$ cat src/shared/chop_pkg.sv
// Constants, carrier types and lookup functions of the stepper chopper control.
package chop_pkg;
  localparam int unsigned CLK_HZ = 40000000;
  localparam int unsigned OSC_HZ = 914000;
  localparam logic [7:0] OSC_DIV = 8'(CLK_HZ / OSC_HZ);
  localparam logic [3:0] CHOP_LAST = 4'hf;
  localparam logic [3:0] FAST_OSC = 4'h6;
  localparam logic [3:0] BLANK_OSC = 4'h2;
  localparam int unsigned DEAD_NS = 100;
  localparam logic [3:0] DEAD_CYC = 4'((DEAD_NS * (CLK_HZ / 1000000) + 999) / 1000);
  localparam logic [6:0] ANGLE_INIT = 7'h10;
  localparam logic [6:0] PCT_FULL = 7'h64;
  localparam logic [7:0] A_CTRL = 8'h00;
  localparam logic [7:0] A_OSCDIV = 8'h04;
  localparam logic [7:0] A_STATUS = 8'h08;
  localparam logic [7:0] A_TARGET = 8'h0c;
  localparam logic [4:0] CTRL_RST = 5'h00;
  localparam logic [3:0] GATE_OFF = 4'h0;
  localparam logic [3:0] GATE_CHG = 4'h9;
  localparam logic [3:0] GATE_FST = 4'h6;
  localparam logic [3:0] GATE_SLW = 4'h3;
  localparam logic [32:0][6:0] SINE_Q = {
    7'h64, 7'h64, 7'h64, 7'h63, 7'h62, 7'h61, 7'h60, 7'h5e, 7'h5c, 7'h5a, 7'h58,
    7'h56, 7'h53, 7'h50, 7'h4d, 7'h4a, 7'h47, 7'h43, 7'h3f, 7'h3c, 7'h38, 7'h33,
    7'h2f, 7'h2b, 7'h26, 7'h22, 7'h1d, 7'h18, 7'h14, 7'h0f, 7'h0a, 7'h05, 7'h00};

  typedef enum logic [1:0] {
    PH_CHARGE = 2'b00, PH_FAST = 2'b01, PH_SLOW = 2'b10
  } phase_t;
  typedef enum logic [2:0] {
    RES_FULL = 3'b000, RES_HALF_A = 3'b001, RES_HALF_B = 3'b010,
    RES_QUARTER = 3'b011, RES_8 = 3'b100, RES_16 = 3'b101, RES_32 = 3'b110
  } res_t;
  typedef struct packed {
    logic high_side_switch_a;
    logic high_side_switch_b;
    logic low_side_switch_a;
    logic low_side_switch_b;
  } gate_t;
  typedef struct packed {logic dir_rev; res_t res; logic sleep;} ctrl_t;
  typedef struct packed {
    logic step_clk; logic angle_reset; logic torque_sel_msb; logic torque_sel_lsb;
    logic osc_pin; logic [1:0] current_reached; logic [1:0] decay_thr;
    logic thermal; logic overcurrent; logic [2:0] flag_lvl;
  } pins_t;
  typedef struct packed {
    logic [2:0] flag_lvl; logic at_init; logic ovc; logic thermal;
    phase_t ph_b; phase_t ph_a; logic [6:0] angle;
  } status_t;
  typedef struct packed {
    logic [1:0] torque; logic rev_b; logic [6:0] tgt_b; logic rev_a; logic [6:0] tgt_a;
  } target_t;

  function automatic gate_t gate_of(input phase_t ph, input logic rev);
    case (ph)
      PH_CHARGE: return gate_t'(rev ? GATE_FST : GATE_CHG);
      PH_FAST:   return gate_t'(rev ? GATE_CHG : GATE_FST);
      PH_SLOW:   return gate_t'(GATE_SLW);
      default:   return gate_t'(GATE_OFF);
    endcase
  endfunction : gate_of

  // Returns sign and magnitude in percent of the sine of a 128-step angle.
  function automatic logic [7:0] sine_of(input logic [6:0] ang);
    logic [5:0] p;
    logic [6:0] m;
    p = ang[5] ? 6'(6'h20 - {1'b0, ang[4:0]}) : {1'b0, ang[4:0]};
    m = SINE_Q[p];
    return {ang[6] && (m != 7'h00), m};
  endfunction : sine_of

  function automatic logic [6:0] step_inc(input res_t r);
    case (r)
      RES_FULL:                return 7'h20;
      RES_HALF_A, RES_HALF_B:  return 7'h10;
      RES_QUARTER:             return 7'h08;
      RES_8:                   return 7'h04;
      RES_16:                  return 7'h02;
      default:                 return 7'h01;
    endcase
  endfunction : step_inc

  function automatic logic [6:0] eff_target(input res_t r, input logic [6:0] m,
                                            input logic [1:0] tq);
    logic [6:0]  pm;
    logic [6:0]  tp;
    pm = ((r == RES_FULL || r == RES_HALF_A) && m != 7'h00) ? PCT_FULL : m;
    tp = (tq == 2'h0) ? 7'h64 : (tq == 2'h1) ? 7'h4b : (tq == 2'h2) ? 7'h32 : 7'h19;
    return 7'((14'(pm) * 14'(tp)) / 14'h0064);
  endfunction : eff_target
endpackage : chop_pkg
$ cat src/rtl/chop_channel.sv
// One bridge channel: decay phase sequencer with blanking and dead time.
`timescale 1ns/1ps
module chop_channel
  import chop_pkg::*;
(
  input  wire logic hclk,
  input  wire logic hresetn,
  input  wire logic osc_tick,
  input  wire logic cyc_start,
  input  wire logic cur_reached,
  input  wire logic decay_thr,
  input  wire logic reverse,
  input  wire logic kill,
  output gate_t     gate,
  output phase_t    phase
);
  phase_t     phase_ff, nxt_phase;
  logic [3:0] cnt_ff, nxt_cnt, dead_ff, nxt_dead;
  logic       seen_ff, nxt_seen, blanking;
  gate_t      gate_ff, nxt_gate, want;

  //==========================================================
  // Decay phase sequence.
  always_comb begin
    nxt_phase = phase_ff;
    nxt_cnt = cnt_ff;
    nxt_seen = seen_ff;
    blanking = (cnt_ff < BLANK_OSC);
    if (kill) begin
      nxt_phase = PH_CHARGE;
      nxt_cnt = 4'h0;
      nxt_seen = 1'b0;
    end else if (cyc_start) begin
      nxt_phase = PH_CHARGE; // RULE1 RULE4
    end else begin
      unique case (phase_ff)
        PH_CHARGE: begin
          if (cur_reached) begin // RULE2 RULE4
            nxt_phase = PH_FAST;
            nxt_cnt = 4'h0;
            nxt_seen = 1'b0;
          end
        end
        PH_FAST: begin
          if (osc_tick) nxt_cnt = 4'(cnt_ff + 4'h1);
          if (decay_thr && blanking) nxt_seen = 1'b1; // RULE3
          if ((decay_thr || seen_ff) && !blanking) nxt_phase = PH_SLOW; // RULE2 RULE3
          else if (cnt_ff == FAST_OSC) nxt_phase = PH_SLOW;
        end
        PH_SLOW: nxt_phase = PH_SLOW;
        default: nxt_phase = PH_CHARGE;
      endcase
    end
  end

  //==========================================================
  // Bridge pattern with a dead interval between patterns.
  always_comb begin
    want = gate_of(phase_ff, reverse); // RULE12 RULE13
    nxt_gate = gate_ff;
    nxt_dead = (dead_ff != 4'h0) ? 4'(dead_ff - 4'h1) : dead_ff;
    if (kill || (want != gate_ff && gate_ff != GATE_OFF)) begin
      nxt_gate = GATE_OFF; // RULE14 RULE16
      nxt_dead = DEAD_CYC;
    end else if (want != gate_ff && dead_ff == 4'h0) begin
      nxt_gate = want;
    end
  end

  always_ff @(posedge hclk or negedge hresetn) begin
    if (!hresetn) begin
      phase_ff <= PH_CHARGE;
      cnt_ff <= 4'h0;
      seen_ff <= 1'b0;
      gate_ff <= GATE_OFF;
      dead_ff <= 4'h0;
    end else begin
      phase_ff <= nxt_phase;
      cnt_ff <= nxt_cnt;
      seen_ff <= nxt_seen;
      gate_ff <= nxt_gate;
      dead_ff <= nxt_dead;
    end
  end

  assign gate = gate_ff;
  assign phase = phase_ff;
endmodule : chop_channel

$ cat src/rtl/stepper_chopper_control.sv
// Top of the stepper chopper control: bus slave, pins, angle, torque and faults.
`timescale 1ns/1ps
//==========================================================
// What this block does
// (RULE1) A chopping cycle is 16 oscillator clocks and holds all decay phases.
// (RULE2) Decay choice uses both supply current and regenerated current.
// (RULE3) A decay threshold seen in blanking moves to slow decay after blanking.
// (RULE4) A charge that outlasts the cycle carries on until current is reached.
// (RULE5) A high angle reset pin holds the angle at its initial value.
// (RULE6) At the initial angle full and half (a) give 100%, others 71%.
// (RULE7) Torque pins scale the target to 100, 75, 50 or 25 percent.
// (RULE8) The angle flag pin is pulled low only at the initial angle.
// (RULE9) The general fault pin pulls low after a thermal or over-current trip.
// (RULE10) The thermal fault pin pulls low only after a thermal trip.
// (RULE11) Fault flags stay latched until power cycle or a sleep period.
// (RULE12) Forward current uses charge 1001, fast 0110, slow 0011.
// (RULE13) Reverse current swaps charge and fast, slow stays 0011.
// (RULE14) Every pattern change passes through an all off dead interval.
// (RULE15) With the setting pin low the oscillator runs at the nominal rate.
// (RULE16) A fault forces every bridge switch off while it stays latched.
// (RULE17) Each target is the step table percent times the torque percent.
module stepper_chopper_control
  import chop_pkg::*;
(
  input  wire logic        hclk,
  input  wire logic        hresetn,
  input  wire logic        hsel,
  input  wire logic [31:0] haddr,
  input  wire logic [1:0]  htrans,
  input  wire logic        hwrite,
  input  wire logic [2:0]  hsize,
  input  wire logic [31:0] hwdata,
  input  wire logic        hready,
  output logic      [31:0] hrdata,
  output logic             hreadyout,
  output logic             hresp,
  input  wire logic        step_clk,
  input  wire logic        angle_reset,
  input  wire logic        torque_sel_msb,
  input  wire logic        torque_sel_lsb,
  input  wire logic        chop_osc_setting_pin,
  input  wire logic [1:0]  current_reached,
  input  wire logic [1:0]  adaptive_decay_threshold,
  input  wire logic        thermal_shutdown,
  input  wire logic        overcurrent_shutdown,
  output gate_t            gate_a,
  output gate_t            gate_b,
  output logic      [6:0]  target_a,
  output logic      [6:0]  target_b,
  input  wire logic        initial_angle_flag_i,
  output logic             initial_angle_flag_o,
  output logic             initial_angle_flag_oe_n,
  input  wire logic        fault_flag_any_i,
  output logic             fault_flag_any_o,
  output logic             fault_flag_any_oe_n,
  input  wire logic        fault_flag_thermal_i,
  output logic             fault_flag_thermal_o,
  output logic             fault_flag_thermal_oe_n
);
  pins_t       raw, sync1_ff, sync2_ff;
  ctrl_t       ctrl_ff, nxt_ctrl;
  logic [7:0]  oscdiv_ff, nxt_oscdiv, osc_cnt_ff, nxt_osc_cnt, osc_div;
  logic [3:0]  chop_ff, nxt_chop;
  logic        osc_tick_ff, nxt_osc_tick, cyc_ff, nxt_cyc;
  logic [6:0]  angle_ff, nxt_angle;
  logic        step_prev_ff, step_edge;
  logic [7:0]  cos_a, sin_b;
  target_t     tgt_ff, nxt_tgt;
  logic        thermal_ff, nxt_thermal, ovc_ff, nxt_ovc, kill;
  logic        any_oe_n_ff, thr_oe_n_ff, init_oe_n_ff, zero_ff;
  logic        wr_ff, nxt_wr, rd_ff, nxt_rd, rdy_ff, nxt_rdy;
  logic [7:0]  addr_ff, nxt_addr;
  logic [31:0] rdata_ff, nxt_rdata, rd_word;
  status_t     st;
  gate_t       ga, gb;
  phase_t      pa, pb;

  //==========================================================
  // Pin synchronisers.
  assign raw = {step_clk, angle_reset, torque_sel_msb, torque_sel_lsb,
                chop_osc_setting_pin, current_reached, adaptive_decay_threshold,
                thermal_shutdown, overcurrent_shutdown,
                initial_angle_flag_i, fault_flag_any_i, fault_flag_thermal_i};

  always_ff @(posedge hclk or negedge hresetn) begin
    if (!hresetn) begin
      sync1_ff <= '0;
      sync2_ff <= '0;
    end else begin
      sync1_ff <= raw;
      sync2_ff <= sync1_ff;
    end
  end

  //==========================================================
  // Chopping oscillator and cycle counter.
  always_comb begin
    osc_div = sync2_ff.osc_pin ? oscdiv_ff : OSC_DIV; // RULE15
    nxt_osc_tick = (osc_cnt_ff >= 8'(osc_div - 8'h01));
    nxt_osc_cnt = nxt_osc_tick ? 8'h00 : 8'(osc_cnt_ff + 8'h01);
    nxt_chop = nxt_osc_tick ? 4'(chop_ff + 4'h1) : chop_ff; // RULE1
    nxt_cyc = nxt_osc_tick && (chop_ff == CHOP_LAST); // RULE1
  end

  always_ff @(posedge hclk or negedge hresetn) begin
    if (!hresetn) begin
      osc_cnt_ff <= 8'h00;
      chop_ff <= 4'h0;
      osc_tick_ff <= 1'b0;
      cyc_ff <= 1'b0;
    end else begin
      osc_cnt_ff <= nxt_osc_cnt;
      chop_ff <= nxt_chop;
      osc_tick_ff <= nxt_osc_tick;
      cyc_ff <= nxt_cyc;
    end
  end

  //==========================================================
  // Electrical angle and current targets.
  always_comb begin
    step_edge = sync2_ff.step_clk && !step_prev_ff;
    nxt_angle = angle_ff;
    if (sync2_ff.angle_reset) begin
      nxt_angle = ANGLE_INIT; // RULE5
    end else if (step_edge && !ctrl_ff.sleep) begin
      if (ctrl_ff.dir_rev) nxt_angle = 7'(angle_ff - step_inc(ctrl_ff.res));
      else nxt_angle = 7'(angle_ff + step_inc(ctrl_ff.res));
    end
    cos_a = sine_of(7'(angle_ff + 7'h20));
    sin_b = sine_of(angle_ff);
    nxt_tgt.torque = {sync2_ff.torque_sel_msb, sync2_ff.torque_sel_lsb};
    nxt_tgt.rev_a = cos_a[7];
    nxt_tgt.rev_b = sin_b[7];
    nxt_tgt.tgt_a = eff_target(ctrl_ff.res, cos_a[6:0], nxt_tgt.torque); // RULE6 RULE7 RULE17
    nxt_tgt.tgt_b = eff_target(ctrl_ff.res, sin_b[6:0], nxt_tgt.torque); // RULE6 RULE7 RULE17
  end

  always_ff @(posedge hclk or negedge hresetn) begin
    if (!hresetn) begin
      angle_ff <= ANGLE_INIT;
      step_prev_ff <= 1'b0;
      tgt_ff <= '0;
    end else begin
      angle_ff <= nxt_angle;
      step_prev_ff <= sync2_ff.step_clk;
      tgt_ff <= nxt_tgt;
    end
  end

  //==========================================================
  // Fault latches and open-drain flags.
  always_comb begin
    nxt_thermal = sync2_ff.thermal || (thermal_ff && !ctrl_ff.sleep); // RULE11
    nxt_ovc = sync2_ff.overcurrent || (ovc_ff && !ctrl_ff.sleep); // RULE11
    kill = thermal_ff || ovc_ff || ctrl_ff.sleep; // RULE16
  end

  always_ff @(posedge hclk or negedge hresetn) begin
    if (!hresetn) begin
      thermal_ff <= 1'b0;
      ovc_ff <= 1'b0;
      any_oe_n_ff <= 1'b1;
      thr_oe_n_ff <= 1'b1;
      init_oe_n_ff <= 1'b0;
      zero_ff <= 1'b0;
    end else begin
      thermal_ff <= nxt_thermal;
      ovc_ff <= nxt_ovc;
      any_oe_n_ff <= !(nxt_thermal || nxt_ovc); // RULE9
      thr_oe_n_ff <= !nxt_thermal; // RULE10
      init_oe_n_ff <= (nxt_angle != ANGLE_INIT); // RULE8
      zero_ff <= 1'b0;
    end
  end

  //==========================================================
  // Bus slave and control registers.
  always_comb begin
    st.flag_lvl = sync2_ff.flag_lvl;
    st.at_init = (angle_ff == ANGLE_INIT);
    st.ovc = ovc_ff;
    st.thermal = thermal_ff;
    st.ph_b = pb;
    st.ph_a = pa;
    st.angle = angle_ff;
    case (addr_ff)
      A_CTRL:   rd_word = 32'(ctrl_ff);
      A_OSCDIV: rd_word = 32'(oscdiv_ff);
      A_STATUS: rd_word = 32'(st);
      A_TARGET: rd_word = 32'(tgt_ff);
      default:  rd_word = 32'h0000_0000;
    endcase
    nxt_wr = hsel && hready && htrans[1] && hwrite && (hsize == 3'h2);
    nxt_rd = hsel && hready && htrans[1] && !hwrite;
    nxt_addr = (hsel && hready && htrans[1]) ? haddr[7:0] : addr_ff;
    nxt_rdy = !nxt_rd;
    nxt_rdata = rd_ff ? rd_word : rdata_ff;
    nxt_ctrl = ctrl_ff;
    nxt_oscdiv = oscdiv_ff;
    if (wr_ff && addr_ff == A_CTRL) nxt_ctrl = ctrl_t'(hwdata[4:0]);
    if (wr_ff && addr_ff == A_OSCDIV) nxt_oscdiv = hwdata[7:0];
  end

  always_ff @(posedge hclk or negedge hresetn) begin
    if (!hresetn) begin
      wr_ff <= 1'b0;
      rd_ff <= 1'b0;
      rdy_ff <= 1'b1;
      addr_ff <= 8'h00;
      rdata_ff <= 32'h0000_0000;
      ctrl_ff <= ctrl_t'(CTRL_RST);
      oscdiv_ff <= OSC_DIV;
    end else begin
      wr_ff <= nxt_wr;
      rd_ff <= nxt_rd;
      rdy_ff <= nxt_rdy;
      addr_ff <= nxt_addr;
      rdata_ff <= nxt_rdata;
      ctrl_ff <= nxt_ctrl;
      oscdiv_ff <= nxt_oscdiv;
    end
  end

  //==========================================================
  // Bridge channels.
  chop_channel u_ch_a (
    .hclk        (hclk),
    .hresetn     (hresetn),
    .osc_tick    (osc_tick_ff),
    .cyc_start   (cyc_ff),
    .cur_reached (sync2_ff.current_reached[0]),
    .decay_thr   (sync2_ff.decay_thr[0]),
    .reverse     (tgt_ff.rev_a),
    .kill        (kill),
    .gate        (ga),
    .phase       (pa)
  );

  chop_channel u_ch_b (
    .hclk        (hclk),
    .hresetn     (hresetn),
    .osc_tick    (osc_tick_ff),
    .cyc_start   (cyc_ff),
    .cur_reached (sync2_ff.current_reached[1]),
    .decay_thr   (sync2_ff.decay_thr[1]),
    .reverse     (tgt_ff.rev_b),
    .kill        (kill),
    .gate        (gb),
    .phase       (pb)
  );

  assign gate_a = ga;
  assign gate_b = gb;
  assign target_a = tgt_ff.tgt_a;
  assign target_b = tgt_ff.tgt_b;
  assign hrdata = rdata_ff;
  assign hreadyout = rdy_ff;
  assign hresp = zero_ff;
  assign initial_angle_flag_o = zero_ff;
  assign initial_angle_flag_oe_n = init_oe_n_ff;
  assign fault_flag_any_o = zero_ff;
  assign fault_flag_any_oe_n = any_oe_n_ff;
  assign fault_flag_thermal_o = zero_ff;
  assign fault_flag_thermal_oe_n = thr_oe_n_ff;
endmodule : stepper_chopper_control

$ cat config.mk
export PLATFORM = sky130hd
export DESIGN_NAME = stepper_chopper_control
export DESIGN_NICKNAME = d
export VERILOG_FILES = /design/src/shared/chop_pkg.sv /design/src/rtl/chop_channel.sv /design/src/rtl/stepper_chopper_control.sv
export SDC_FILE = /design/constraint.sdc
export NUM_CORES = 1
export LEC_CHECK = 0
export ABC_CLOCK_PERIOD_IN_PS = 12050
export BUFFER_PORTS_ARGS = -buffer_cell sky130_fd_sc_hd__clkbuf_2
export CAP_MARGIN = 5
export CORE_AREA = 3 3 156 158
export CTS_BUF_LIST = sky130_fd_sc_hd__clkbuf_4 sky130_fd_sc_hd__clkbuf_8
export DETAILED_ROUTE_END_ITERATION = 16
export DIE_AREA = 0 0 159 161
export PLACE_DENSITY_LB_ADDON = 0.05
export SLEW_MARGIN = 20
export SYNTH_ARGS = -nofsm -noshare
export SYNTH_HDL_FRONTEND = slang
export SYNTH_HIERARCHICAL = 1
export SYNTH_SLANG_ARGS = --single-unit
$ cat constraint.sdc
create_clock -name hclk -period 12.05 [get_ports hclk]
set_clock_uncertainty 0.05 [all_clocks]
set_input_delay 3.615 -clock hclk [delete_from_list [all_inputs] [get_ports hclk]]
set_output_delay 3.615 -clock hclk [all_outputs]
set_load 0.01 [all_outputs]
==> impl_metrics.csv <==
group,metric,value,unit
floorplan,rows,56,
logic_synthesis,ys_ff_latch,145,
logic_synthesis,synthCells,1597,
job,drv_cap,0,
global_route,grt_max_degree,75,
power,p_leak,6.96,nW
detailed_routing,num_vias,11800,
finish,fill_cells,2024,
global_route,grt.overflow.total,0,
clock_network,clock_path_buffers,2,
worst_setup_path,cp_common_cell,"ha_1",
worst_setup_path,crit_start,"angle_ff[1]",
sta,hold_viol,0,
detailed_routing,drc,0,
detailed_routing,drt_first_pass_iters,5,
global_route,grt_pass1_wl,54700,µm
clock_network,clkLatencyLatePin,0.44,ns
clock_network,clkTransAtPathRegs,0.08,ns
sta,relSlewSlack,30.6,%
place,place.gp.congestion,0.896,
logic_synthesis,ys_types,114,
logic_synthesis,ys.flop_type,"dfrtp_1",
logic_synthesis,ys_async_sr_fraction,100,%
logic_synthesis,synthTopCellsByArea,"dfrtp_1 24%, ha_1 11%, fa_1 6.9%, inv_1 3.7%, nand2_1 3.3%",
finish,post-route-util,66.1,%
place,hpwl,24100,µm
power,vdd_drop_max,352,µV
min_path,hp-class,"flip-flop to flip-flop",
outcome,status,"completed",
floorplan,die_w,159,µm
power,clkPwrFrac,9.6,%
clock_network,cts.htree.levels,4,
sta,maxSlewViolCount,0,
global_route,grt_pass1_vias,11400,
worst_setup_path,cp.required,12.33,ns
worst_setup_path,r2r_start,"angle_ff[1]",
finish,n_antenna_cell,0,
power,p_seq_share,14.0,%
clock_network,numCtsBuffers,17,
floorplan,die_y,161,µm
detailed_routing,viasPerCell,5.93,
worst_setup_path,path_max_fanout,10,
power,internal-power,0.00221,W
global_route,track_usage,24.7,%
logic_synthesis,synth_edf_count,0,
detailed_routing,drtIter0Drc,808,
logic_synthesis,synth_area,14200,µm²
place,portBuffers,82,
logic_synthesis,yosysTopAreaCell,"dfrtp_1",
clock_network,cts.sinks,145,
worst_setup_path,crit_arrival,11.56,ns
power,switching_share,50.4,%
sta,fin_crit_sh,93.6,%
min_path,min-delay-start,"sync1_ff[13]",
sta,tightest_slew,1.04,ns
floorplan,dieArea,25600,µm²
worst_setup_path,slowest_stage,"a2111oi_0",
floorplan,start_util,61.0,%
logic_synthesis,netlist_top_cells_count,"141 x inv_1, 137 x dfrtp_1, 125 x nand2_1, 125 x nor2_1, 122 x ha_1",
worst_setup_path,critPathLaunchType,"flip-flop",
logic_synthesis,ys_seq_area_share,25.6,%
power,cellPowerDensity,291,nW/µm²
worst_setup_path,path_class,"flip-flop to flip-flop",
clock_network,cts_tree,"yes",
floorplan,core-area,23300,µm²
detailed_routing,drtAntennaViolNets,0,
logic_synthesis,syn-mean-instance-area,8.89,µm²
sta,final-setup-viol-count,0,
sta,min_period,11.27,ns
logic_synthesis,synth_top_area_share,24.1,%
detailed_routing,routed_wl,31300,µm
finish,drive_above_1_share,16.8,%
sta,max_freq,88.7,MHz
floorplan,ios,150,
sta,tns,0,ns
global_route,antenna_found_initial,0,
logic_synthesis,synth_warnings,6,
sta,rsz0062_at_grt,"false",
clock_network,root_buffer,"clkbuf_8",
worst_setup_path,cp-end-kind,"flip-flop",
logic_synthesis,yosysMostFrequentCell,"inv_1",
clock_network,cts_hold_buf,0,
finish,area.growth.synth_to_final,8.23,%
power,p_comb_share,76.4,%
power,switchingPower,0.00225,W
worst_setup_path,critical_path.max_stage_delay,0.53,ns
finish,fin_nets,1916,
detailed_routing,wl_per_cell,15.7,µm
==> critical path, delay by kind of cell (launching register included) <==
family          cells  cell delay [ns]
simple gates        9             2.30
xor+xnor            1             0.18
compound gates     16             4.37
mux                 1             0.39
flops               1             0.48
fa+ha+maj           7             2.82
buf+inv             3             0.56
==> metal layers <==
metal	routed length (µm)	vias up	share of wire (%)	GRT usage, %
met5	0	-	0	0
met4	308	0	0.99	4.78
met3	973	23	3.1	2.62
met2	15000	229	48	41.1
met1	15000	5722	48	35.6
li1	-	5830	-	-
==> cells by family (layout without fill, tap and decap cells) <==
| kind of cell | count (synthesis) | count (layout) | share of synthesized area (%) |
|---|---|---|---|
| adders and majority gates | 174 | 174 | 17.9 |
| and+or+nand+nor | 511 | 511 | 18.5 |
| xor gates and xnor gates | 69 | 69 | 4.60 |
| AOI/OAI and AO/OA | 412 | 412 | 21.1 |
| muxes | 60 | 60 | 5.25 |
| DFF | 145 | 145 | 25.6 |
| other | 1 | 18 | 0.0264 |
| buffers and inverters | 225 | 281 | 7.02 |
==> power by group through the flow <==
stage,combinational [W],sequential [W],clock (W)
finish,0.00341,0.000625,0.000428
global route,0.00381,0.000632,0.000462
CTS,0.00337,0.000625,0.000440
detailed placement,0.00335,0.000633,0
global placement,0.00330,0.000633,0
floorplan,0.00276,0.000609,0
==> path summary, 6_finish.rpt <==
check                      slack, ns            end  cells past startpoint
max                             0.78    target_b[0]                     37
min                             0.31   sync2_ff[13]                      0
max reg2reg                     0.78    target_b[0]                     37
min reg2reg                     0.31   sync2_ff[13]                      0
max in group asynchronous       7.50     thermal_ff                      2
min in group asynchronous       3.13  osc_cnt_ff[4]                      1
==> timing repair <==
action	in CTS	in global routing
resized for setup	0	18
setup buffers	0	0
endpoints found under the setup margin	0	5
==> metrics by stage <==
stage          hold slack (ns)  setup WS (ns)  std cells  power, W  instance area [µm²]
2_1_floorplan            0.281          0.910       1614   0.00337                14300
3_3_place_gp             0.282          0.582       1957   0.00393                14800
3_5_place_dp             0.285          0.450       1957   0.00398                14800
4_1_cts                  0.309          0.401       1989   0.00443                15200
5_1_grt                  0.317         0.0231       1989   0.00491                15400
6_report                 0.307          0.777       1989   0.00447                15400
==> registers in the layout, summed over array words and instances, names as in the netlist, 2 cells and up <==
register,cells
u_ch_a/dead_ff,4
osc_cnt_ff,8
oscdiv_ff,8
ctrl_ff,5
tgt_ff,4
u_ch_b/dead_ff,4
chop_ff,4
u_ch_a/cnt_ff,4
target_b,7
u_ch_b/gate,4
st,3
hrdata,18
addr_ff,8
nxt_tgt,2
u_ch_b/cnt_ff,4
sync1_ff,14
u_ch_a/gate,4
u_ch_b/phase,2
angle_ff,7
sync2_ff,9
target_a,7
u_ch_a/phase,2
==> layout make-up <==
cell class	instances	area, µm²	share of cell area (%)
well taps	319	399	2.60
multi-input cells	1244	9760	63.5
inverters	145	544	3.54
clock buffers	18	248	1.61
clock inverters	14	201	1.31
repair buffers	104	582	3.79
flip-flops and latches	145	3640	23.7
==> layout by cell type, fill, tap and decap left out, types with 14 or more instances in the layout <==
cell type  count
dfrtp_1      137
clkbuf_8      18
nand2b_1      22
a211oi_1      24
o22ai_1       22
conb_1        18
and2_1        14
xnor2_1       36
mux2_2        32
a21o_1        17
o211ai_1      16
nor4_1        17
nor3_1        43
ha_1         122
clkbuf_2      81
fa_1          49
nor2_1       124
nor2b_1       20
xor2_1        22
o21ai_0       68
inv_1        141
nand2_1      125
a21oi_1       76
buf_4         22
mux2i_1       17
nand3_1       35
o21ai_1       22
and3_1        14
No activity file was read; power rests on OpenSTA's default activity.
